--- src/rtl/tmr_pkg.sv ---
/*
 * shared constants for the 16-bit timer/counter: register offsets,
 * control field positions, reset values and clock source kinds.
 * assumes a 40 MHz system clock that also serves as fosc.
 */
package tmr_pkg;

   // system clock, used as fosc
   localparam int unsigned CLK_HZ = 40_000_000;

   localparam int COUNT_W = 16;
   localparam int BYTE_W  = 8;
   localparam int ADDR_W  = 8;
   localparam int DATA_W  = 32;

   // register byte offsets on the apb bus
   localparam logic [7:0] OFS_CTRL = 8'h00;
   localparam logic [7:0] OFS_LOW  = 8'h04;
   localparam logic [7:0] OFS_HIGH = 8'h08;
   localparam logic [7:0] OFS_STAT = 8'h0C;
   localparam logic [7:0] OFS_MASK = 8'h10;
   localparam logic [7:0] OFS_PORT = 8'h14;

   // control register layout
   localparam int CTRL_W    = 7;
   localparam int CTRL_RUN  = 0;
   localparam int CTRL_SRC  = 1;
   localparam int CTRL_BYP  = 2;
   localparam int CTRL_XTAL = 3;
   localparam int CTRL_PS   = 4;
   localparam int CTRL_ACS  = 6;
   localparam logic [6:0] CTRL_RST = 7'h00;

   // status and mask layout
   localparam int STAT_ROLL = 0;

   // port register: directions in [1:0], pin data in [5:4]
   localparam int PORT_DATA = 4;
   localparam logic [1:0] PORT_DIR_RST = 2'h3;
   localparam logic [1:0] PIN_DIR_IN   = 2'h3;

   // fosc/4 phase counter wraps here
   localparam logic [1:0] PHASE_LAST = 2'h3;
   localparam logic [15:0] COUNT_MAX = 16'hFFFF;

   typedef enum logic [1:0] {
      SRC_QUARTER,
      SRC_FULL,
      SRC_EXT
   } clk_src_t;

endpackage

--- src/rtl/prescale_if.sv ---
/*
 * interface between the timer core and its prescale divider.
 * assumes both ends run on the same clock.
 */
`timescale 1ns/1ps
interface prescale_if;
   logic       tick;
   logic       clear;
   logic [1:0] sel;
   logic       pulse;

   modport owner   (output tick, output clear, output sel, input pulse);
   modport divider (input tick, input clear, input sel, output pulse);
endinterface

--- src/rtl/tmr_edge.sv ---
/*
 * count input conditioner: two-stage synchroniser or a single-stage
 * bypass path, then rising and falling edge detection.
 * assumes the raw input is a plain level from a pin.
 */
`timescale 1ns/1ps
module tmr_edge (
   input  wire logic clk,
   input  wire logic rst_b,
   input  wire logic raw,
   input  wire logic bypass,
   output logic      rise,
   output logic      fall,
   output logic      level
);

   logic sync1_q, sync2_q, sync3_q;
   logic byp1_q, byp2_q;
   logic sync1_d, sync2_d, sync3_d, byp1_d, byp2_d;
   logic prev;

   always_comb begin
      sync1_d = raw;
      sync2_d = sync1_q;
      sync3_d = sync2_q;
      byp1_d  = raw;
      byp2_d  = byp1_q;
      level   = bypass ? byp1_q : sync2_q;
      prev    = bypass ? byp2_q : sync3_q;
      rise    = level & ~prev;
      fall    = ~level & prev;
   end

   // mode switch slip
   // mode switch may drop or add one edge, accepted
   always_ff @(posedge clk or negedge rst_b) begin
      if (!rst_b) begin
         sync1_q <= 1'b0;
         sync2_q <= 1'b0;
         sync3_q <= 1'b0;
         byp1_q  <= 1'b0;
         byp2_q  <= 1'b0;
      end else begin
         sync1_q <= sync1_d;
         sync2_q <= sync2_d;
         sync3_q <= sync3_d;
         byp1_q  <= byp1_d;
         byp2_q  <= byp2_d;
      end
   end

endmodule

--- src/rtl/tmr_prescaler.sv ---
/*
 * prescale divider: passes every 1st, 2nd, 4th or 8th input tick.
 * assumes the owner clears it on any count write; not software visible.
 */
`timescale 1ns/1ps
module tmr_prescaler #(
   parameter int PS_W = 3
) (
   input  wire logic  clk,
   input  wire logic  rst_b,
   prescale_if.divider ps
);

   logic [PS_W-1:0] cnt_q;
   logic [PS_W-1:0] cnt_d;
   logic [PS_W-1:0] limit;

   generate
      if (PS_W < 3) begin : g_chk
         $error("prescale counter too narrow for divide by 8");
      end
   endgenerate

   // code n gives two to n
   // limit is ratio minus one, a run of ones
   always_comb begin
      limit    = ~({PS_W{1'b1}} << ps.sel);
      ps.pulse = ps.tick && (cnt_q == limit);
      cnt_d    = cnt_q;
      if (ps.clear) begin
         cnt_d = '0;
      end else if (ps.tick) begin
         cnt_d = (cnt_q == limit) ? '0 : cnt_q + 1'b1;
      end
   end

   always_ff @(posedge clk or negedge rst_b) begin
      if (!rst_b) begin
         cnt_q <= '0;
      end else begin
         cnt_q <= cnt_d;
      end
   end

endmodule

--- src/rtl/tmr_top.sv ---
/*
 * 16-bit timer/counter with prescaler, crystal oscillator control,
 * sync or async external counting, rollover interrupt and apb slave.
 * assumes clk is fosc at 40 MHz and all pins are synchronous to clk.
 */
// Design decisions made here: register access over APB and the address map.
// Functional notes
// - 16-bit counter, bytes writable directly
// - source: fosc/4, fosc or pin
// - internal source counts per prescaled tick
// - external rising edges, sync or not
// - falling edge needed before first count
// - prescaler divides by 1, 2, 4, 8
// - prescaler hidden, cleared on byte write
// - crystal oscillator enabled, runs in sleep
// - crystal usable only in internal_oscillator/lp mode
// - crystal forces pin directions input
// - bypass bit skips the synchroniser
// - async mode counts, wakes in sleep
// - no capture time base in some modes
// - rollover ffff to 0000 sets flag
// - prescale code 00..11 gives 1..8
// - bypass bit ignored with internal source
`timescale 1ns/1ps
module tmr_top (
   input  wire logic        clk,
   input  wire logic        rst_b,
   input  wire logic [7:0]  paddr,
   input  wire logic        psel,
   input  wire logic        penable,
   input  wire logic        pwrite,
   input  wire logic [31:0] pwdata,
   output logic [31:0]      prdata,
   output logic             pready,
   output logic             pslverr,
   input  wire logic        count_input_pin,
   input  wire logic        crystal_in_pin,
   output logic             crystal_out_pin,
   output logic             crystal_out_oe,
   input  wire logic        internal_oscillator_or_lp_mode,
   input  wire logic        sleep,
   input  wire logic        pin5_data,
   input  wire logic        pin4_data,
   output logic             pin5_direction,
   output logic             pin4_direction,
   output logic             irq,
   output logic             wake,
   output logic             timebase_ok
);

   logic [6:0]  ctrl_q, ctrl_d;
   logic [15:0] count_q, count_d;
   logic        stat_q, stat_d;
   logic        mask_q, mask_d;
   logic [1:0]  dir_sw_q, dir_sw_d;
   logic [1:0]  phase_q, phase_d;
   logic        armed_q, armed_d;
   logic        lvl_dis_q, lvl_dis_d;
   logic        run_prev_q;
   logic        pready_q, pready_d;
   logic        pslverr_q, pslverr_d;
   logic [31:0] prdata_q, prdata_d;
   logic        irq_q, irq_d;
   logic        wake_q, wake_d;
   logic        tb_q, tb_d;
   logic [1:0]  pdir_q, pdir_d;
   logic        xout_q, xout_d;
   logic        xoe_q, xoe_d;

   logic        run, src_ext, bypass, acs, use_xtal, async_mode;
   logic        frozen, ext_raw, ext_rise, ext_fall, ext_level;
   logic        wr_fire, setup_acc, hit;
   logic        wr_low, wr_high, wr_ctrl, wr_stat, wr_mask, wr_port;
   logic        inc, roll;
   logic [31:0] rd_word;
   tmr_pkg::clk_src_t src;

   prescale_if ps ();

   tmr_prescaler #(
      .PS_W (3)
   ) u_tmr_prescaler (
      .clk   (clk),
      .rst_b (rst_b),
      .ps    (ps)
   );

   tmr_edge u_tmr_edge (
      .clk    (clk),
      .rst_b  (rst_b),
      .raw    (ext_raw),
      .bypass (bypass),
      .rise   (ext_rise),
      .fall   (ext_fall),
      .level  (ext_level)
   );

   // control field decode
   always_comb begin
      run      = ctrl_q[tmr_pkg::CTRL_RUN];
      src_ext  = ctrl_q[tmr_pkg::CTRL_SRC];
      acs      = ctrl_q[tmr_pkg::CTRL_ACS];
      bypass   = src_ext & ctrl_q[tmr_pkg::CTRL_BYP];
      async_mode = bypass;
      use_xtal = ctrl_q[tmr_pkg::CTRL_XTAL] & internal_oscillator_or_lp_mode;
      ext_raw  = use_xtal ? crystal_in_pin : count_input_pin;
      if (src_ext) begin
         src = tmr_pkg::SRC_EXT;
      end else if (acs) begin
         src = tmr_pkg::SRC_FULL;
      end else begin
         src = tmr_pkg::SRC_QUARTER;
      end
      // only async mode runs in sleep
      frozen = sleep & ~async_mode;
   end

   // apb decode; one wait state, write lands when pready is high
   // fixed timing keeps the slave free of stall logic, at the cost
   // of one extra cycle on every access
   always_comb begin
      setup_acc = psel & penable & ~pready_q;
      wr_fire   = psel & penable & pwrite & pready_q;
      hit = (paddr == tmr_pkg::OFS_CTRL) || (paddr == tmr_pkg::OFS_LOW) ||
            (paddr == tmr_pkg::OFS_HIGH) || (paddr == tmr_pkg::OFS_STAT) ||
            (paddr == tmr_pkg::OFS_MASK) || (paddr == tmr_pkg::OFS_PORT);
      wr_ctrl = wr_fire && (paddr == tmr_pkg::OFS_CTRL);
      wr_low  = wr_fire && (paddr == tmr_pkg::OFS_LOW);
      wr_high = wr_fire && (paddr == tmr_pkg::OFS_HIGH);
      wr_stat = wr_fire && (paddr == tmr_pkg::OFS_STAT);
      wr_mask = wr_fire && (paddr == tmr_pkg::OFS_MASK);
      wr_port = wr_fire && (paddr == tmr_pkg::OFS_PORT);
   end

   // read mux; unmapped reads zero
   // reads have no side effects; the flag clears only
   // when software writes a one to it
   always_comb begin
      rd_word = '0;
      unique case (paddr)
         tmr_pkg::OFS_CTRL: rd_word[6:0] = ctrl_q;
         tmr_pkg::OFS_LOW:  rd_word[7:0] = count_q[7:0];
         tmr_pkg::OFS_HIGH: rd_word[7:0] = count_q[15:8];
         tmr_pkg::OFS_STAT: rd_word[tmr_pkg::STAT_ROLL] = stat_q;
         tmr_pkg::OFS_MASK: rd_word[tmr_pkg::STAT_ROLL] = mask_q;
         tmr_pkg::OFS_PORT: begin
            rd_word[1:0] = pdir_q;
            rd_word[tmr_pkg::PORT_DATA +: 2] =
               use_xtal ? 2'h0 : {pin5_data, pin4_data};
         end
         default: rd_word = '0;
      endcase
   end

   // bus answer registers
   // read data held between transfers to save toggling
   always_comb begin
      pready_d  = setup_acc;
      prdata_d  = prdata_q;
      pslverr_d = 1'b0;
      if (setup_acc) begin
         prdata_d  = pwrite ? '0 : rd_word;
         pslverr_d = ~hit;
      end
   end

   // tick source into the prescaler
   // the phase counter is not reset by control writes, so the first
   // fosc/4 tick after a start may come up to three clocks early
   always_comb begin
      phase_d = phase_q + 2'h1;
      ps.tick  = 1'b0;
      ps.clear = wr_low | wr_high;
      ps.sel   = ctrl_q[tmr_pkg::CTRL_PS +: 2];
      unique case (src)
         tmr_pkg::SRC_QUARTER: ps.tick = (phase_q == tmr_pkg::PHASE_LAST);
         tmr_pkg::SRC_FULL:    ps.tick = 1'b1;
         tmr_pkg::SRC_EXT:     ps.tick = ext_rise & armed_q;
      endcase
      ps.tick = ps.tick & run & ~frozen;
   end

   // falling-edge arming for counter mode
   // a stale high level after a write or restart must not
   // pass for the first counting edge
   always_comb begin
      armed_d   = armed_q;
      lvl_dis_d = lvl_dis_q;
      if (run_prev_q & ~run) begin
         lvl_dis_d = ext_level;
      end
      // disarm on write or level drop
      if (wr_low | wr_high) begin
         armed_d = 1'b0;
      end else if (~run_prev_q & run & lvl_dis_q & ~ext_level) begin
         armed_d = 1'b0;
      end else if (run & ext_fall) begin
         armed_d = 1'b1;
      end
   end

   // counter and rollover
   // no read latch: software reading low then high
   // may see a carry between the two reads
   always_comb begin
      inc     = ps.pulse;
      roll    = inc && (count_q == tmr_pkg::COUNT_MAX);
      count_d = inc ? count_q + 16'h0001 : count_q;
      if (wr_low) begin
         count_d[7:0] = pwdata[7:0];
      end
      if (wr_high) begin
         count_d[15:8] = pwdata[7:0];
      end
   end

   // software registers and status
   always_comb begin
      ctrl_d   = wr_ctrl ? pwdata[6:0] : ctrl_q;
      mask_d   = wr_mask ? pwdata[tmr_pkg::STAT_ROLL] : mask_q;
      dir_sw_d = wr_port ? pwdata[1:0] : dir_sw_q;
      stat_d = (stat_q & ~(wr_stat & pwdata[tmr_pkg::STAT_ROLL])) | roll;
      // irq trails the flag by one clock
      irq_d  = stat_q & mask_q;
      wake_d = sleep & stat_q & mask_q;
      tb_d = ~async_mode & ~(~src_ext & acs & internal_oscillator_or_lp_mode);
      pdir_d = use_xtal ? tmr_pkg::PIN_DIR_IN : dir_sw_q;
      xout_d = ~crystal_in_pin;
      xoe_d  = use_xtal;
   end

   // state registers
   // reset branch loads constants only
   always_ff @(posedge clk or negedge rst_b) begin
      if (!rst_b) begin
         ctrl_q     <= tmr_pkg::CTRL_RST;
         count_q    <= '0;
         stat_q     <= 1'b0;
         mask_q     <= 1'b0;
         dir_sw_q   <= tmr_pkg::PORT_DIR_RST;
         phase_q    <= '0;
         armed_q    <= 1'b0;
         lvl_dis_q  <= 1'b0;
         run_prev_q <= 1'b0;
         pready_q   <= 1'b0;
         pslverr_q  <= 1'b0;
         prdata_q   <= '0;
         irq_q      <= 1'b0;
         wake_q     <= 1'b0;
         tb_q       <= 1'b0;
         pdir_q     <= tmr_pkg::PORT_DIR_RST;
         xout_q     <= 1'b0;
         xoe_q      <= 1'b0;
      end else begin
         ctrl_q     <= ctrl_d;
         count_q    <= count_d;
         stat_q     <= stat_d;
         mask_q     <= mask_d;
         dir_sw_q   <= dir_sw_d;
         phase_q    <= phase_d;
         armed_q    <= armed_d;
         lvl_dis_q  <= lvl_dis_d;
         run_prev_q <= run;
         pready_q   <= pready_d;
         pslverr_q  <= pslverr_d;
         prdata_q   <= prdata_d;
         irq_q      <= irq_d;
         wake_q     <= wake_d;
         tb_q       <= tb_d;
         pdir_q     <= pdir_d;
         xout_q     <= xout_d;
         xoe_q      <= xoe_d;
      end
   end

   // outputs straight from flops
   assign prdata          = prdata_q;
   assign pready          = pready_q;
   assign pslverr         = pslverr_q;
   assign irq             = irq_q;
   assign wake            = wake_q;
   assign timebase_ok     = tb_q;
   assign pin5_direction  = pdir_q[1];
   assign pin4_direction  = pdir_q[0];
   assign crystal_out_pin = xout_q;
   assign crystal_out_oe  = xoe_q;

endmodule
--- config.mk ---
export PLATFORM = sky130hd
export DESIGN_NAME = tmr_top
export DESIGN_NICKNAME = d
export VERILOG_FILES = /design/src/rtl/tmr_pkg.sv /design/src/rtl/prescale_if.sv /design/src/rtl/tmr_edge.sv /design/src/rtl/tmr_prescaler.sv /design/src/rtl/tmr_top.sv
export SDC_FILE = /design/constraint.sdc
export NUM_CORES = 1
export LEC_CHECK = 0
export ABC_AREA = 1
export BUFFER_PORTS_ARGS = -buffer_cell sky130_fd_sc_hd__buf_2
export CORE_ASPECT_RATIO = 0.75
export CORE_MARGIN = 3
export CORE_UTILIZATION = 40
export DETAILED_ROUTE_END_ITERATION = 8
export GPL_TIMING_DRIVEN = 1
export RECOVER_POWER = 100
export SLEW_MARGIN = 20
export SYNTH_ARGS = -nofsm -noshare
export SYNTH_HDL_FRONTEND = slang
export SYNTH_HIERARCHICAL = 1
export SYNTH_SLANG_ARGS = --single-unit
--- constraint.sdc ---
create_clock -name clk -period 7.5 [get_ports clk]
set_input_delay 0.75 -clock clk [delete_from_list [all_inputs] [get_ports clk]]
set_output_delay 0.75 -clock clk [all_outputs]
set_load 0.01 [all_outputs]
==> results of run 1 <==
## sequential cells by signal (all words and copies together) (netlist names), 2 cells and up
signal,count
count_q,16
prdata,8
ctrl_q,7
u_tmr_prescaler/cnt_q,3
dir_sw_q,2
pdir_q,2
phase_q,2
## placed cells by master, fill, tap and decap left out, drive strengths merged
cell and count:
nand2 155, inv 61, nand3 53, dfrtp 51, nor2 36, buf 25
conb 24, clkbuf 24, o21ai 23, nor3 7, a21oi 6, nand4 5
xnor2 4, o211ai 4, dfstp 4, ha 3, a31oi 2, xor2 2
clkinv 2, a2111oi 1, o31ai 1, a221oi 1, o22ai 1, nand3b 1
or2 1
## power by group through the flow
stage               Sequential [W]  Combinational [W]  Clock [W]
CTS                       0.000302          0.0000432   0.000245
global placement          0.000308          0.0000422          0
finish                    0.000302          0.0000407   0.000237
detailed placement        0.000308          0.0000431          0
floorplan                 0.000308          0.0000312          0
global route              0.000303          0.0000460   0.000257
## through the flow
stage               power (W)  instances  hold WS [ns]
floorplan            0.000339        473         0.374
global placement     0.000350        594         0.396
detailed placement   0.000351        594         0.412
CTS                  0.000590        602         0.429
global route         0.000606        602         0.456
finish               0.000580        602         0.422
## synth_stat cells, drive strengths merged
master / instances
nor3: 7
conb: 1
nand4: 5
a31oi: 2
nor2: 36
o21ai: 23
ha: 3
or2: 1
inv: 60
o31ai: 1
dfrtp: 51
a21oi: 6
a2111oi: 1
nand3b: 1
o211ai: 4
o22ai: 1
nand2: 155
a221oi: 1
buf: 28
xnor2: 4
nand3: 53
xor2: 2
dfstp: 4
## final timing paths
| check | startpoint | end | slack, ns | cells after the start |
|---|---|---|---|---|
| max in group asynchronous | rst_b | count_q[10] | 4.31 | 2 |
| setup reg to reg | ctrl_q[1] | count_q[10] | 3.90 | 14 |
| hold / removal | u_tmr_edge/sync1_q | u_tmr_edge/sync2_q | 0.42 | 0 |
| setup / recovery | ctrl_q[1] | count_q[10] | 3.90 | 14 |
| hold reg to reg | u_tmr_edge/sync1_q | u_tmr_edge/sync2_q | 0.42 | 0 |
| min in group asynchronous | rst_b | crystal_out_oe | 1.51 | 2 |
## routing by layer
| metal | vias to the layer above | track usage [%] |
|---|---|---|
| li1 | 1472 | - |
| met5 | - | 0 |
| met3 | 9 | 3.88 |
| met1 | 1352 | 26.3 |
| met4 | 0 | 3.38 |
| met2 | 85 | 26.6 |
## area by class of cell
class,instances,area (sq um),area share (%)
Multi-Input combinational cell,330,1580,43.2
Sequential cell,55,1380,37.7
Inverter,60,225,6.15
Timing Repair Buffer,44,196,5.36
Tap cell,105,131,3.58
Clock buffer,5,125,3.41
Clock inverter,3,22.5,0.615
## cell families after synthesis
kind of cell | share of synthesized area [%]
simple gates | 36.7
buf+inv | 13.1
flops | 40.8
compound gates | 6.58
xor+xnor | 1.55
fa+ha+maj | 1.11
other cells | 0.111
## critical path, cell delays in order (launching register included)
cell and delay [ns]:
dfrtp_1 0.42, nand2_1 0.09, inv_1 0.15, inv_1 0.11, nand2_1 0.07, nand2_1 0.04
nor2_1 0.12, a21oi_1 0.07, a2111oi_0 0.71, inv_1 0.13, nor2_1 0.44, inv_1 0.32
nor2_1 0.53, o21ai_0 0.22, nand3_1 0.11
==> summary.txt, run 1 <==
status = complete, but fails checks
failing checks = capacitance limit, slew limit
final setup fails = 0
first-pass GRT wire length = 13500 um
main area contributors after synthesis = dfrtp_1, nand2_1, nand3_1
maximum vdd drop = 0.000103 V
Hold Crit Class = reg -> reg
clk buf depth = 2
Fillers = 852
Top Metal Used = met4
Mapped Area = 3390 sq um
Crit Path Max Fanout = 11
final cycle utilization of the critical path = 48.1%
met2 wire length = 3620 um
#FFs+latches synth = 55
Setup Buffers After CTS = 0
initial core utilization = 42.0%
DRT Wirelength = 8270 um
design area = 3660 sq um
CTS Buf Count = 5
met1 wire length = 4030 um
NumNets Final = 550
Leak = 1.89 nW
WL met3 = 549 um
crit path kind = reg -> reg
PwrDens = 158 nW/um^2
area leader, netlist = dfrtp_1
vias in the first global route = 2655
clock root cell = clkbuf_16
via/cell ratio = 4.85
Antenna Nets Post-Route = 0
Die X = 112 um
starting DRC count in detailed routing = 242
clk_skew = 0.00308 ns
Total GRT Usage = 17.6%
max cap viols = 1
distinct cell type count after synthesis = 35
worst slack, placed = 4.24 ns
PortBufs = 43
synth warn = 6
initial antenna violation count = 0
proportion of netlist area held by the largest area contributor = 37.7%
DR pass1 iterations = 5
transition time at the pin with the least slew margin = 2.97 ns
GR Overflow Total = 0
H-tree depth = 2
slew margin rel. = -97.8%
vias post-DR = 2918
clk_lat worst skew = 0.29 ns
Worst-path clk slew = 0.07 ns
Psw = 0.000144 W
area delta synth->final = 8.24%
chip height = 85.7 um
Hold Fails Final Rpt = 0
Cells after Synth = 450
core box area = 8060 sq um
Final Util = 45.5%
Post-CTS Resized = 0
setup TNS = 0 ns
GPL Wtd Cong = 0.917
Core Rows = 28
ANT cells = 0
sw frac = 24.9%
Seq/Total Area, Yosys = 40.8%
fin. max-slew vios = 56
post-route setup slack = 3.90 ns
die area = 9620 sq um
layout cells sized above 1 = 12.9%
clock power share = 40.8%
CP startpoint kind = flip-flop
Synth Area per Inst = 7.52 sq um
unrepaired setup endpoints after global routing = no
drt wl/cell = 13.7 um
IO Count = 92
f_max = 277 MHz
largest net degree at the start of global routing = 56
cell internal pwr = 0.000435 W
post-layout minimum cycle time = 3.60 ns
Critical Path RT = 7.73 ns
CTS tree = done
sequential power share = 52.1%
CTS Hold Buffers Added = 0
CTS sink cnt = 55
post-DP HPWL = 6450 um
crit end category = flip-flop
Post-route DRC = 0
placed cell area = 3610 sq um
Logic pwr share = 7.0%
CP Data Arrival Time = 3.84 ns
Note: power is estimated with default switching activity, not from simulation.
==> run 2, diff against run 1 <==
--- a/config.mk
+++ b/config.mk
@@ -12,6 +12,7 @@
 export CORE_UTILIZATION = 40
 export DETAILED_ROUTE_END_ITERATION = 8
 export GPL_TIMING_DRIVEN = 1
+export PLACE_DENSITY = 0.66
 export RECOVER_POWER = 100
 export SLEW_MARGIN = 20
 export SYNTH_ARGS = -nofsm -noshare
==> constraint.sdc (replaced) <==
create_clock -name clk -period 3.2 [get_ports clk]
set_input_delay 0.32 -clock clk [delete_from_list [all_inputs] [get_ports clk]]
set_output_delay 0.32 -clock clk [all_outputs]
set_load 0.01 [all_outputs]
==> run 2 against run 1 <==
The flow still finishes with violations (capacitance limit, slew limit). Sequential power rose by 130%. Largest cell class unchanged. Wire length fell by 0.63%. Sequential share of layout area fell by 0.23 points. Critical path type unchanged.
==> summary.txt, run 2 (synthesis gave the netlist of run 1 again) <==
PwrDens = 369 nW/um^2
sequential power share = 52.1%
Die X = 112 um
largest net degree at the start of global routing = 39
commonest non-fill, non-tap cells in the layout = nand2_1, inv_1, dfrtp_1
maximum vdd drop = 0.000220 V
max cap viols = 1
final cycle utilization of the critical path = 86.5%
# placed instances = 595
DR pass1 iterations = 4
starting DRC count in detailed routing = 203
die area = 9620 sq um
unrepaired setup endpoints after global routing = no
layout cells sized above 1 = 14.1%
IO Count = 92
final setup fails = 0
failing checks = capacitance limit, slew limit
Hold Fails Final Rpt = 0
area delta synth->final = 8.91%
post-route insts no fill = 603
fin. max-slew vios = 39
GPL Wtd Cong = 0.921
Slowest cell on crit path = a2111oi_0
Core Rows = 28
design area = 3690 sq um
clk buf depth = 2
CTS tree = done
post-route setup slack = 0.432 ns
DRT Wirelength = 8220 um
clk_lat worst skew = 0.30 ns
Logic pwr share = 7.1%
drt wl/cell = 13.6 um
clock root cell = clkbuf_16
slew margin rel. = -42.4%
Worst-path clk slew = 0.08 ns
Crit Path Max Fanout = 11
PortBufs = 43
initial core utilization = 42.0%
chip height = 85.7 um
vias in the first global route = 2706
placed cell area = 3610 sq um
Psw = 0.000338 W
post-DP HPWL = 6380 um
vias post-DR = 2939
Post-route DRC = 0
Final Util = 45.8%
Critical Path Max Stage Delay = 0.58 ns
Total GRT Usage = 17.5%
critical path, cell by cell = nand2_1, inv_1, inv_2, nand2_1, nand2_1, nor2_1, a21oi_1, a2111oi_0, inv_1, nor2_1, inv_1, nor2_4, o21ai_0, nand3_1
CTS Buf Count = 5
crit path kind = reg -> reg
clock power share = 40.8%
sw frac = 24.9%
H-tree depth = 2
Leak = 1.89 nW
transition time at the pin with the least slew margin = 2.14 ns
first-pass GRT wire length = 13500 um
worst slack, placed = 0.358 ns
max reg flops = 16
clk_skew = 0.0109 ns
f_max = 361 MHz
setup TNS = 0 ns
NumNets Final = 551
CP startpoint kind = flip-flop
crit end category = flip-flop
ANT cells = 0
most common cell after layout, fill and taps aside = nand2_1
GR Overflow Total = 0
initial antenna violation count = 0
cell internal pwr = 0.00102 W
core box area = 8060 sq um
post-layout minimum cycle time = 2.77 ns
CTS sink cnt = 55
Critical Path RT = 3.43 ns
largest reg by FF count = count_q
Hold Crit Class = in -> reg
via/cell ratio = 4.87
status = complete, but fails checks
CTS Hold Buffers Added = 0
Antenna Nets Post-Route = 0
CP Data Arrival Time = 3.00 ns
-- run 2: per-layer routing --
| metal | vias to the layer above | GRT usage [%] | part of all wire, % |
|---|---|---|---|
| met5 | - | 0 | 0 |
| met4 | 0 | 4.37 | 0.72 |
| met3 | 9 | 3.31 | 7.0 |
| met2 | 104 | 25.8 | 42 |
| met1 | 1353 | 26.6 | 50 |
| li1 | 1473 | - | - |
-- run 2: final timing paths --
check	to	depth (start not counted)	slack [ns]	startpoint
hold reg to reg	u_tmr_edge/sync2_q	0	0.42	u_tmr_edge/sync1_q
min in group asynchronous	crystal_out_oe	1	0.63	rst_b
max in group asynchronous	ctrl_q[0]	2	1.12	rst_b
setup / recovery	count_q[10]	14	0.43	ctrl_q[1]
setup reg to reg	count_q[10]	14	0.43	ctrl_q[1]
hold / removal	crystal_out_pin	2	0.17	crystal_in_pin
-- run 2: layout make-up --
| cell class | instances | area, sq um |
|---|---|---|
| clock buffer | 6 | 129 |
| multi-input combinational | 330 | 1600 |
| fill | 840 | 4370 |
| sequential | 55 | 1380 |
| clock inverter | 2 | 17.5 |
| timing repair buffer | 45 | 201 |
| inverter | 60 | 225 |
| tap | 105 | 131 |
-- run 2: stage by stage --
| stage | hold slack (ns) | total power (W) |
|---|---|---|
| 2_1_floorplan | 0.0244 | 0.000795 |
| 3_3_place_gp | 0.395 | 0.000820 |
| 3_5_place_dp | 0.401 | 0.000822 |
| 4_1_cts | 0.161 | 0.00137 |
| 5_1_grt | 0.166 | 0.00141 |
| 6_report | 0.167 | 0.00136 |
-- run 2: timing repair --
action,4_1_cts,5_1_grt
endpoints found under the setup margin,0,1
setup buffers,0,0
gates resized for setup,0,1
-- run 2: worst max-delay path: cells and delay by family (launching register included) --
family	cells	cell delay, ns
AOI/OAI and AO/OA	3	0.80
buffers and inverters	4	0.63
DFF	1	0.41
and+or+nand+nor	7	0.86
-- run 2: power groups by stage --
stage / Sequential (W) / Combinational (W) / Clock (W)
2_1_floorplan: 0.000722 / 0.0000730 / 0
3_3_place_gp: 0.000721 / 0.0000987 / 0
3_5_place_dp: 0.000722 / 0.000101 / 0
4_1_cts: 0.000708 / 0.000101 / 0.000564
5_1_grt: 0.000709 / 0.000109 / 0.000593
6_report: 0.000708 / 0.0000962 / 0.000555
==> run 3, diff against run 2 <==
--- a/config.mk
+++ b/config.mk
@@ -7,12 +7,12 @@
 export LEC_CHECK = 0
 export ABC_AREA = 1
 export BUFFER_PORTS_ARGS = -buffer_cell sky130_fd_sc_hd__buf_2
-export CORE_ASPECT_RATIO = 0.75
+export CORE_ASPECT_RATIO = 1.2
 export CORE_MARGIN = 3
 export CORE_UTILIZATION = 40
 export DETAILED_ROUTE_END_ITERATION = 8
 export GPL_TIMING_DRIVEN = 1
-export PLACE_DENSITY = 0.66
+export PLACE_DENSITY_LB_ADDON = 0.15
 export RECOVER_POWER = 100
 export SLEW_MARGIN = 20
 export SYNTH_ARGS = -nofsm -noshare
==> run 3 against run 2 <==
The run now ends clean. Critical path depth shrank 5. Sequential power hardly changed. Die area about the same. Setup slack better by 0.018 ns. Via count shrank 1.1%. Clock skew about the same. Critical endpoint is now u_tmr_prescaler/cnt_q[2]. Highest routed layer unchanged.
==> summary.txt, run 3 (synthesis gave the netlist of run 1 again) <==
maximum vdd drop = 0.000153 V
Core Rows = 36
final setup fails = 0
GPL Wtd Cong = 0.888
status = completed
worst slack, placed = 0.445 ns
vias post-DR = 2907
initial core utilization = 41.3%
post-route setup slack = 0.450 ns
clk_lat worst skew = 0.32 ns
CP Launch Point = pready
CTS Hold Buffers Added = 0
Post-route DRC = 0
IO Count = 92
max reg flops = 16
clock root cell = clkbuf_8
unrepaired setup endpoints after global routing = no
DR pass1 iterations = 4
crit end category = flip-flop
Fillers = 876
worst flop-to-flop path startpoint = pready
DRT Wirelength = 7950 um
Crit Path Max Fanout = 10
CTS Buf Count = 5
Worst-path clk slew = 0.11 ns
fin. max-slew vios = 0
CP Data Arrival Time = 3.01 ns
H-tree depth = 2
clk_skew = 0.0112 ns
max cap viols = 0
Hold Crit Class = in -> reg
ANT cells = 0
f_max = 364 MHz
area delta synth->final = 8.20%
drt wl/cell = 13.0 um
PwrDens = 328 nW/um^2
Total GRT Usage = 17.4%
chip height = 107 um
final cycle utilization of the critical path = 85.9%
vias in the first global route = 2775
largest net degree at the start of global routing = 56
Final Util = 44.7%
largest reg by FF count = count_q
commonest non-fill, non-tap cells in the layout = nand2_1, inv_1, dfrtp_1
CTS tree = done
GR Overflow Total = 0
Hold Fails Final Rpt = 0
setup TNS = 0 ns
hold slack = 0.152 ns
CP startpoint kind = flip-flop
starting DRC count in detailed routing = 168
clk buf depth = 2
CTS sink cnt = 55
layout cells sized above 1 = 14.6%
core box area = 8200 sq um
post-layout minimum cycle time = 2.75 ns
PortBufs = 43
Leak = 1.88 nW
Antenna Nets Post-Route = 0
Setup Buffers After CTS = 0
crit path kind = reg -> reg
hold_sp = crystal_in_pin
initial antenna violation count = 0
most common cell after layout, fill and taps aside = nand2_1
slew margin rel. = 7.27%
Die X = 90.0 um
post-DP HPWL = 6250 um
first-pass GRT wire length = 13500 um
via/cell ratio = 4.73
transition time at the pin with the least slew margin = 1.39 ns
Post-CTS Resized = 0
NumNets Final = 553
Critical Path RT = 3.46 ns
die area = 9610 sq um
## run 3: cell type report
cell class                      instances  area [sq um]  area share, %
Clock buffer                            5          68.8           1.88
Clock inverter                          3          23.8          0.649
Inverter                               60           225           6.15
Multi-Input combinational cell        330          1600           43.7
Sequential cell                        55          1380           37.7
Tap cell                              114           143           3.89
Timing Repair Buffer                   47           220           6.01
## run 3: power breakdown
part           internal [W]  leakage (nW)  switching, W   total, W
logic             0.0000255          1.12     0.0000699  0.0000954
clock network      0.000157        0.0408      0.000242   0.000399
registers          0.000702         0.716    0.00000572   0.000708
total              0.000884          1.88      0.000317    0.00120
## run 3: through the flow
step / area (sq um) / std cells / power, W
detailed placement: 3640 / 606 / 0.000823
global route: 3660 / 614 / 0.00126
CTS: 3730 / 614 / 0.00123
global placement: 3640 / 606 / 0.000821
floorplan: 3470 / 473 / 0.000795
finish: 3660 / 614 / 0.00120
## run 3: metal layers
layer  up-vias  track usage (%)  routed length, um
met5         -                0                  0
met4         0             5.58                139
met3        10             2.25                310
met2        65             30.0               3890
met1      1363             22.9               3610
li1       1469                -                  -
## run 3: worst max-delay path, cell delays in order, from the launching register on
cell	delay, ns
dfrtp_1	0.39
nand2_2	0.06
nor2_1	0.50
inv_1	0.13
nor2_1	0.77
inv_1	0.24
nand2_1	0.22
or2_2	0.19
a21oi_1	0.09
a21oi_2	0.10
## run 3: path summary, 6_finish.rpt
| path | slack [ns] | endpoint | cells after the start |
|---|---|---|---|
| setup / recovery | 0.45 | u_tmr_prescaler/cnt_q[2] | 9 |
| hold / removal | 0.15 | crystal_out_pin | 2 |
| setup reg to reg | 0.45 | u_tmr_prescaler/cnt_q[2] | 9 |
| hold reg to reg | 0.42 | u_tmr_edge/sync2_q | 0 |
| max in group asynchronous | 1.97 | count_q[10] | 2 |
| min in group asynchronous | 0.41 | crystal_out_oe | 2 |
